==> src/include/lpes_pkg.sv <==
// constants, timing counts and encodings shared by the low-power exit sequencer
package lpes_pkg;

   // base clock and the 1 us tick that paces every delay
   localparam int CLK_PERIOD_NS = 10;                          // 100 MHz system clock
   localparam int TICK_NS       = 1000;                        // one delay tick is 1 us
   localparam int TICK_CYCLES   = TICK_NS / CLK_PERIOD_NS;     // clocks per tick
   localparam int TICK_W        = 7;                           // holds TICK_CYCLES-1

   // delay counters count ticks (microseconds)
   localparam int DLY_W          = 16;                         // up to about 65 ms
   localparam int CORE_SELECT_US = 234;                        // core select delay, us
   localparam int CORE_SELECT_TICKS = (CORE_SELECT_US * 1000) / TICK_NS;

   // defaults of the delays that the block leaves as parameters
   localparam int CPU_SUPPLY_US_DEF = 100;                     // cpu supply delay, us
   localparam int CORE_RAMP_US_DEF  = 100;                     // core ramp delay, us
   localparam int BOOT_STEP_US_DEF  = 1000;                    // one boot delay step, us
   localparam int BOOT_CODE_W       = 3;                       // boot supply delay code

   // reset values of the pin level requests
   localparam logic SUPPLY_ON_RST  = 1'b1;                     // supplies on out of reset
   localparam logic CPU_REQ_RST    = 1'b1;
   localparam logic NOTIFY_RST     = 1'b0;

   // low-power mode that was entered
   typedef enum logic [2:0] {
      MODE_RET_STOP     = 3'h0,                                // retention stop
      MODE_RET_STOP_CPU = 3'h1,                                // retention stop, cpu off
      MODE_STANDBY      = 3'h2,                                // standby
      MODE_BATTERY      = 3'h3,                                // battery mode
      MODE_CORE_STOP    = 3'h4                                 // core stop only
   } lpes_mode_e;

   // how the processor resumes
   typedef enum logic [1:0] {
      RES_IRQ      = 2'h0,                                     // interrupt handler
      RES_AFTER_WFE = 2'h1,                                    // instruction after wfe
      RES_SCRATCH  = 2'h2,                                     // jump to scratch address
      RES_POR      = 2'h3                                      // full power-on style boot
   } lpes_resume_e;

   // sequencer states
   typedef enum logic [2:0] {
      ST_RUN      = 3'h0,
      ST_LOW      = 3'h1,
      ST_CORE_SEL = 3'h2,
      ST_SUPPLY   = 3'h3,
      ST_RAMP     = 3'h4,
      ST_OSC      = 3'h5,
      ST_BOOT     = 3'h6,
      ST_BATT     = 3'h7
   } lpes_state_e;

endpackage

==> src/rtl/lpes_sequencer.sv <==
// low-power exit sequencer: supply requests, wake delays and resume selection
`timescale 1ns/1ps
module lpes_sequencer
   import lpes_pkg::*;
#(
   parameter int CPU_SUPPLY_US = CPU_SUPPLY_US_DEF,            // cpu supply delay, us
   parameter int CORE_RAMP_US  = CORE_RAMP_US_DEF,             // core ramp delay, us
   parameter int BOOT_STEP_US  = BOOT_STEP_US_DEF              // one boot delay step, us
) (
   input  wire logic                   clk_i,                  // 100 MHz clock
   input  wire logic                   rst_n_i,                // async reset, low
   input  wire logic                   enter_req_i,            // enter low power, pulse
   input  wire logic [2:0]             enter_mode_i,           // lpes_pkg::lpes_mode_e code
   input  wire logic                   wfe_entry_i,            // entry was by wfe
   input  wire logic                   discrete_regs_i,        // discrete regulators fitted
   input  wire logic [DLY_W-1:0]       lp_delay_i,             // low-power supply delay, us
   input  wire logic [BOOT_CODE_W-1:0] boot_supply_delay_i,    // boot supply delay code
   input  wire logic                   wake_i,                 // wake event, async level
   input  wire logic                   tamper_wake_i,          // tamper unit wake, async
   input  wire logic                   rtc_wake_i,             // rtc wake, async
   input  wire logic                   osc_ready_i,            // internal osc started, async
   output logic                        supply_on_request_o,    // supply on request pin
   output logic                        cpu_supply_request_o,   // cpu supply request pin
   output logic                        wake_notify_pin_o,      // battery wake notify pin
   output logic                        run_mode_o,             // run mode reached
   output logic                        boot_access_ok_o,       // boot interfaces powered
   output logic                        ram_retained_o,         // system ram kept valid
   output logic                        local_reset_o,          // processor reset, pulse
   output logic [1:0]                  resume_path_o,          // lpes_pkg::lpes_resume_e
   output logic [2:0]                  lp_mode_o               // recorded low-power mode
);
   import lpes_pkg::*;

   localparam logic [DLY_W-1:0] CORE_SEL_LOAD = DLY_W'(CORE_SELECT_TICKS);
   localparam logic [DLY_W-1:0] CPU_LOAD      = DLY_W'(CPU_SUPPLY_US);
   localparam logic [DLY_W-1:0] RAMP_LOAD     = DLY_W'(CORE_RAMP_US);
   localparam logic [TICK_W-1:0] TICK_LAST    = TICK_W'(TICK_CYCLES - 1);

   // larger of two delays, so one timer covers two concurrent waits
   function automatic logic [DLY_W-1:0] dly_max(input logic [DLY_W-1:0] a,
                                                input logic [DLY_W-1:0] b);
      dly_max = (a > b) ? a : b;
   endfunction

   // boot delay code to ticks; code 0 still gives one step
   function automatic logic [DLY_W-1:0] boot_load(input logic [BOOT_CODE_W-1:0] code);
      boot_load = DLY_W'((int'(code) + 1) * BOOT_STEP_US);
   endfunction

   typedef struct packed {
      logic [3:0]        s1;                                   // first sync stage
      logic [3:0]        s2;                                   // second sync stage
      logic [TICK_W-1:0] tick_cnt;                             // 1 us divider
      lpes_state_e       st;
      lpes_mode_e        mode;                                 // mode entered
      logic              wfe;                                  // entry was by wfe
      logic              supply_on;
      logic              cpu_req;
      logic              notify;
      logic              run;
      logic              boot_ok;
      logic              ram_ok;
      logic              local_rst;
      lpes_resume_e      resume;
      logic              tmr_start;
      logic [DLY_W-1:0]  tmr_load;
   } lpes_seq_s;

   lpes_seq_s q;                                               // registered state
   lpes_seq_s next_q;                                          // next state
   logic [1:0] rst_sync;                                       // reset release stages
   logic       rst_n;                                          // synchronised reset
   logic       tick;                                           // 1 us enable
   logic       tmr_done;                                       // delay elapsed
   logic       wake_s, tamper_s, rtc_s, osc_s;                 // synchronised pins

   // reset asserts at once, releases after two clean edges
   always_ff @(posedge clk_i or negedge rst_n_i) begin
      if (!rst_n_i) begin
         rst_sync <= 2'h0;
      end else begin
         rst_sync <= {rst_sync[0], 1'b1};
      end
   end
   assign rst_n = rst_sync[1];

   // only the second sync stage is read by logic
   assign wake_s   = q.s2[0];
   assign tamper_s = q.s2[1];
   assign rtc_s    = q.s2[2];
   assign osc_s    = q.s2[3];
   assign tick     = (q.tick_cnt == TICK_LAST);

   // one shared timer: delays never overlap except the cpu-off pair
   lpes_delay_timer #(
      .W       (DLY_W)
   ) u_timer (
      .clk_i   (clk_i),
      .rst_n   (rst_n),
      .start_i (q.tmr_start),
      .load_i  (q.tmr_load),
      .tick_i  (tick),
      .busy_o  (),
      .done_o  (tmr_done)
   );

   // next-state logic of the whole sequencer
   always_comb begin
      next_q           = q;
      next_q.s1        = {osc_ready_i, rtc_wake_i, tamper_wake_i, wake_i};
      next_q.s2        = q.s1;
      next_q.tick_cnt  = tick ? '0 : q.tick_cnt + TICK_W'(1);
      next_q.local_rst = 1'b0;
      next_q.tmr_start = 1'b0;
      unique case (q.st)
         // running: record the mode and drop the matching supply requests
         ST_RUN: begin
            if (enter_req_i) begin
               next_q.wfe = wfe_entry_i;
               case (enter_mode_i)
                  MODE_RET_STOP: begin
                     next_q.mode      = MODE_RET_STOP;
                     next_q.supply_on = 1'b0;
                     next_q.st        = ST_LOW;
                  end
                  MODE_RET_STOP_CPU: begin
                     next_q.mode      = MODE_RET_STOP_CPU;
                     next_q.supply_on = 1'b0;
                     next_q.cpu_req   = 1'b0;
                     next_q.st        = ST_LOW;
                  end
                  MODE_STANDBY: begin
                     next_q.mode      = MODE_STANDBY;
                     next_q.supply_on = 1'b0;
                     next_q.cpu_req   = 1'b0;
                     next_q.boot_ok   = 1'b0;
                     next_q.ram_ok    = 1'b0;
                     next_q.st        = ST_LOW;
                  end
                  MODE_BATTERY: begin
                     next_q.mode      = MODE_BATTERY;
                     next_q.supply_on = 1'b0;
                     next_q.cpu_req   = 1'b0;
                     next_q.boot_ok   = 1'b0;
                     next_q.ram_ok    = 1'b0;
                     next_q.st        = ST_BATT;
                  end
                  MODE_CORE_STOP: begin
                     next_q.mode = MODE_CORE_STOP;
                     next_q.st   = ST_LOW;
                  end
                  default: begin
                     next_q.st = ST_RUN;                        // unknown code ignored
                  end
               endcase
               if (next_q.st != ST_RUN) begin
                  next_q.run = 1'b0;
               end
            end
         end
         // asleep: the recorded mode picks the exit path
         ST_LOW: begin
            if (wake_s) begin
               unique case (q.mode)
                  MODE_RET_STOP: begin
                     next_q.supply_on = 1'b1;
                     next_q.tmr_start = 1'b1;
                     next_q.tmr_load  = CORE_SEL_LOAD;
                     next_q.st        = ST_CORE_SEL;
                  end
                  MODE_RET_STOP_CPU: begin
                     // a management chip follows supply_on, discrete parts need cpu_req
                     next_q.supply_on = 1'b1;
                     next_q.cpu_req   = 1'b1;
                     next_q.tmr_start = 1'b1;
                     next_q.tmr_load  = CORE_SEL_LOAD;
                     next_q.st        = ST_CORE_SEL;
                  end
                  MODE_STANDBY: begin
                     next_q.supply_on = 1'b1;
                     next_q.cpu_req   = 1'b1;
                     next_q.tmr_start = 1'b1;
                     next_q.tmr_load  = RAMP_LOAD;
                     next_q.st        = ST_RAMP;
                  end
                  MODE_CORE_STOP: begin
                     next_q.run    = 1'b1;
                     next_q.resume = q.wfe ? RES_AFTER_WFE : RES_IRQ;
                     next_q.st     = ST_RUN;
                  end
                  MODE_BATTERY: begin
                     next_q.st = ST_BATT;                       // not reached from here
                  end
                  default: begin
                     next_q.st = ST_RUN;
                  end
               endcase
            end
         end
         // core supply must be up before this delay ends
         ST_CORE_SEL: begin
            if (tmr_done) begin
               next_q.tmr_start = 1'b1;
               // cpu-off with discrete parts waits for both delays in parallel
               if (q.mode == MODE_RET_STOP_CPU && discrete_regs_i) begin
                  next_q.tmr_load = dly_max(lp_delay_i, CPU_LOAD);
               end else begin
                  next_q.tmr_load = lp_delay_i;
               end
               next_q.st = ST_SUPPLY;
            end
         end
         // other supplies settle within the programmed delay
         ST_SUPPLY: begin
            if (tmr_done) begin
               next_q.run = 1'b1;
               next_q.st  = ST_RUN;
               if (q.mode == MODE_RET_STOP_CPU) begin
                  next_q.ram_ok    = 1'b1;
                  next_q.local_rst = 1'b1;
                  next_q.resume    = RES_SCRATCH;
               end else begin
                  next_q.resume = q.wfe ? RES_AFTER_WFE : RES_IRQ;
               end
            end
         end
         // core ramp, then oscillator start, then boot supply delay
         ST_RAMP: begin
            if (tmr_done) begin
               next_q.st = ST_OSC;
            end
         end
         ST_OSC: begin
            if (osc_s) begin
               next_q.tmr_start = 1'b1;
               next_q.tmr_load  = boot_load(boot_supply_delay_i);
               next_q.st        = ST_BOOT;
            end
         end
         ST_BOOT: begin
            if (tmr_done) begin
               next_q.boot_ok   = 1'b1;
               next_q.run       = 1'b1;
               next_q.local_rst = 1'b1;
               next_q.resume    = RES_POR;
               next_q.st        = ST_RUN;
            end
         end
         // battery: only a fresh power reset leaves this state
         ST_BATT: begin
            if (tamper_s || rtc_s) begin
               next_q.notify = 1'b1;
            end
         end
      endcase
   end

   // state register; supplies requested on out of reset
   always_ff @(posedge clk_i or negedge rst_n) begin
      if (!rst_n) begin
         q           <= '0;
         q.st        <= ST_RUN;
         q.mode      <= MODE_RET_STOP;
         q.resume    <= RES_POR;
         q.supply_on <= SUPPLY_ON_RST;
         q.cpu_req   <= CPU_REQ_RST;
         q.notify    <= NOTIFY_RST;
         q.run       <= 1'b1;
         q.boot_ok   <= 1'b1;
      end else begin
         q <= next_q;
      end
   end

   assign supply_on_request_o  = q.supply_on;
   assign cpu_supply_request_o = q.cpu_req;
   assign wake_notify_pin_o    = q.notify;
   assign run_mode_o           = q.run;
   assign boot_access_ok_o     = q.boot_ok;
   assign ram_retained_o       = q.ram_ok;
   assign local_reset_o        = q.local_rst;
   assign resume_path_o        = q.resume;
   assign lp_mode_o            = q.mode;

   // helper for assertions: cycles spent in the current state
   logic [31:0] dwell;
   always_ff @(posedge clk_i or negedge rst_n) begin
      if (!rst_n) begin
         dwell <= '0;
      end else if (next_q.st != q.st) begin
         dwell <= '0;
      end else begin
         dwell <= dwell + 32'h1;
      end
   end

   localparam int CORE_SEL_MIN_CYC = (CORE_SELECT_TICKS - 1) * TICK_CYCLES;
endmodule

==> src/rtl/lpes_delay_timer.sv <==
// tick-paced down counter used for every wake-up delay
`timescale 1ns/1ps
module lpes_delay_timer
   import lpes_pkg::*;
#(
   parameter int W = DLY_W                                     // counter width
) (
   input  wire logic         clk_i,                            // system clock
   input  wire logic         rst_n,                            // synchronised reset, low
   input  wire logic         start_i,                          // load and start, pulse
   input  wire logic [W-1:0] load_i,                           // delay in ticks
   input  wire logic         tick_i,                           // 1 us enable pulse
   output logic              busy_o,                           // counting
   output logic              done_o                            // elapsed, one-cycle pulse
);

   typedef struct packed {
      logic [W-1:0] cnt;                                       // ticks left
      logic         busy;
      logic         done;
   } lpes_tmr_s;

   lpes_tmr_s q;
   lpes_tmr_s next_q;

   // next state: a zero load still waits one tick so no delay is skipped
   always_comb begin
      next_q      = q;
      next_q.done = 1'b0;
      if (start_i) begin
         next_q.cnt  = (load_i == '0) ? W'(1) : load_i;
         next_q.busy = 1'b1;
      end else if (q.busy && tick_i) begin
         if (q.cnt == W'(1)) begin
            next_q.busy = 1'b0;
            next_q.done = 1'b1;
         end else begin
            next_q.cnt = q.cnt - W'(1);
         end
      end
   end

   // state register
   always_ff @(posedge clk_i or negedge rst_n) begin
      if (!rst_n) begin
         q <= '0;
      end else begin
         q <= next_q;
      end
   end

   assign busy_o = q.busy;
   assign done_o = q.done;

endmodule

==> config.mk <==
export PLATFORM = sky130hd
export DESIGN_NAME = lpes_sequencer
export DESIGN_NICKNAME = d
export VERILOG_FILES = /design/src/include/lpes_pkg.sv /design/src/rtl/lpes_sequencer.sv /design/src/rtl/lpes_delay_timer.sv
export SDC_FILE = /design/constraint.sdc
export NUM_CORES = 1
export LEC_CHECK = 0
export BUFFER_PORTS_ARGS = -buffer_cell sky130_fd_sc_hd__buf_2
export CAP_MARGIN = 20
export CORE_MARGIN = 2
export CORE_UTILIZATION = 60
export DETAILED_ROUTE_END_ITERATION = 8
export PLACE_DENSITY = 0.93
export SYNTH_ARGS = -nofsm -noshare
export SYNTH_HDL_FRONTEND = slang
export SYNTH_SLANG_ARGS = --single-unit
export TNS_END_PERCENT = 5
==> constraint.sdc <==
create_clock -name clk_i -period 3 [get_ports clk_i]
set_input_delay 0.45 -clock clk_i [delete_from_list [all_inputs] [get_ports clk_i]]
set_output_delay 0.45 -clock clk_i [all_outputs]
set_load 0.1 [all_outputs]
==> results.py <==
metrics = {
    "global_routing": {
        "antenna_found_initial": 0,
        "grt-ovfl-total": 0,
        "grtUsageTotal_pct": 28.57,
        "grt_pass1_vias": 3560,
        "grt_pass1_wl_mm": 16.71,
        "grt_max_degree": 48,
    },
    "routing": {
        "vias": 3579,
        "drt_wl_total_mm": 9.875,
        "drt-pass1-iter-count": 5,
        "dr.first_iter.drc_count": 322,
        "via_per_inst": 6.495,
        "route.detailed.drc": 0,
        "ant_nets": 0,
        "wl_per_cell_um": 17.92,
    },
    "pwr": {
        "irDropWorstVdd_uv": 719.6,
        "power_mw": 4.092,
        "leakage_nw": 2.088,
        "power_density_nw_per_um2": 878.7,
    },
    "sta": {
        "fin_crit_ns": 2.900,
        "slew_headroom_pct": 33.64,
        "worst_pin_slew_ns": 0.9703,
        "setup_violations": 0,
        "fin_skew_ns": 0.01080,
        "final-hold-violation-count": 0,
        "finalCritPeriodShare_pct": 96.67,
        "holdWs_ns": 0.1984,
        "finalSetupTns_ns": 0,
        "max_freq_mhz": 344.8,
        "slew_viol_final": 0,
    },
    "yosys": {
        "synth-seq-area-share_pct": 42.06,
        "yosysWarningCount": 0,
        "syn_area_um2": 4064,
        "synth_seq_cells": 68,
        "synth_area_leader_cell": "dfrtp_1",
        "synth_ff_type": "dfrtp_1",
        "synth_fp_nets": 474,
        "async_flop_share_pct": 100.0,
        "netlist_instances": 417,
        "syn_area_per_cell_um2": 9.746,
        "synth_top_cells_by_area": "dfrtp_1 38%, ha_1 5.8%, dfstp_2 3.9%, a21oi_1 3.6%, fa_1 3.4%",
        "synth_top_cell_area_share_pct": 38.18,
        "yosysUniqueCellTypes": 72,
        "synth_edf_count": 0,
    },
    "critical_path": {
        "worstPathArrival_ns": 3.11,
        "cp-start-kind": "primary input",
        "critical_path.max_fanout": 4,
        "critPathKind": "primary input to flop",
        "crit_required_ns": 3.21,
        "end_kind": "flop",
    },
    "floorplanning": {
        "die_y_um": 86.30,
        "io_pins": 43,
        "start_util_pct": 62.92,
        "fp-row-count": 29,
        "core_area_um2": 6459,
        "dieArea_um2": 7448,
        "fp.dieW_um": 86.30,
    },
    "cts": {
        "clock_path_buffers": 2,
        "root_buffer": "clkbuf_8",
        "clkTransAtPathRegs_ns": 0.08,
        "clock-sinks": 68,
        "cts_buffers": 9,
        "clock_latency_ns": 0.35,
        "cts_htree_levels": 3,
        "cts_tree": "built",
    },
    "worst_hold_path": {
        "min_path_type": "primary input to flop",
    },
    "final_layout": {
        "synthToLayoutAreaGrowth_pct": 14.59,
        "final_nets": 526,
        "final_util_pct": 72.10,
        "layout-drive-gt1-share_pct": 21.73,
        "diodes": 0,
        "stdcell_count": 551,
    },
    "placed_design": {
        "port_buffers": 42,
        "placed_cells": 533,
        "gp_congestion": 0.8660,
        "hpwl_mm": 7.163,
    },
    "run": {
        "maxCapViolations": 0,
    },
    "outcome": {
        "status": "finished clean",
    },
}
-- registers in the layout, indices dropped and copies added, names as in the netlist, 2 cells and up --
| register | cells |
|---|---|
| lp_mode_o | 3 |
| next_q | 4 |
| q | 31 |
| resume_path_o | 2 |
| rst_sync | 2 |
| u_timer.q | 16 |
-- power by group --
| part | leakage, nW | internal, mW | total, mW | switching (mW) |
|---|---|---|---|---|
| registers | 0.849 | 1.16 | 1.50 | 0.340 |
| logic | 1.14 | 0.650 | 1.84 | 1.19 |
| clock network | 0.0966 | 0.385 | 0.753 | 0.367 |
| total | 2.09 | 2.20 | 4.09 | 1.89 |
-- worst max-delay path, cell delays in order --
cell and delay (ns):
buf_2 0.14, ha_4 0.17, xor2_4 0.22, fa_2 0.52
fa_1 0.57, inv_1 0.08, ha_4 0.18, a211oi_1 0.23
nor3_1 0.10, o221ai_1 0.22, xor2_1 0.16, o21ai_0 0.08
-- timing repair --
action / CTS / global route
buffers inserted: 0 / 1
gates resized for setup: 0 / 1
endpoints found under the setup margin: 0 / 4
hold buffers: 1 / 0
endpoints found under the hold margin: 2 / 0
-- cells in the final DEF, fill, tap and decap left out, types with 16 or more instances in the layout --
cell	instances
o21ai_0	26
inv_1	31
buf_2	42
ha_1	17
o21ai_1	16
a21oi_1	27
nand2_1	23
buf_4	17
dfrtp_1	61
nor2_1	31
-- synth_stat cells, types with 5 or more instances --
cell type and count:
nor2_1 31, buf_2 5, nor2b_1 9, nand2b_1 6, xor2_1 6, a221o_1 6
a22oi_1 12, a21oi_1 29, fa_1 7, nand3_1 6, a31oi_1 5, o21ai_0 26
dfrtp_1 62, and2_1 5, buf_4 8, inv_1 31, ha_1 19, dfstp_2 6
nor4_1 7, nand2_1 23, o21ai_1 16, clkbuf_1 5, nor3_1 5
-- layer usage --
| layer | vias up | track usage [%] | share of wire, % |
|---|---|---|---|
| li1 | 1625 | - | - |
| met1 | 1724 | 36.20 | 40 |
| met2 | 189 | 46.72 | 50 |
| met3 | 41 | 7.333 | 7.3 |
| met4 | 0 | 12.36 | 3.5 |
| met5 | - | 0 | 0 |
-- cells by family after synthesis --
| kind of cell | synth area share (%) |
|---|---|
| flip-flops | 42.06 |
| other | 0.09228 |
| AO/OA/AOI/OAI | 21.55 |
| AND/OR/NAND/NOR | 17.58 |
| adder cells (fa/ha/maj) | 9.298 |
| multiplexers | 1.293 |
| buffers and inverters | 5.973 |
| XOR/XNOR | 2.155 |
-- path summary, 6_finish.rpt --
path                       cells past startpoint    endpoint                    from  slack [ns]
max                                           12       q[13]  boot_supply_delay_i[0]         0.1
min in group asynchronous                      0       q[37]             rst_sync[1]        0.22
max reg2reg                                    4       q[31]                   q[30]        0.71
max in group asynchronous                      1       q[13]             rst_sync[1]        1.85
min reg2reg                                    0       q[37]             rst_sync[1]        0.22
min                                            1  next_q[42]              rtc_wake_i        0.20
-- metrics by stage --
stage / setup slack (ns) / area [um^2]
2_1_floorplan: 0.03177 / 4124
3_3_place_gp: -0.1310 / 4446
3_5_place_dp: -0.2963 / 4446
4_1_cts: 0.03266 / 4648
5_1_grt: -0.008835 / 4657
6_report: 0.09980 / 4657
-- final cells by class --
type	count	area [um^2]
well taps	77	96.34
clock inverters	6	65.06
flip-flops and latches	68	1710
repair buffers	61	367.9
clock buffers	10	127.6
inverters	31	116.4
fillers	457	1802
multi-input cells	298	2173
Note: power is estimated with default switching activity, not from simulation.
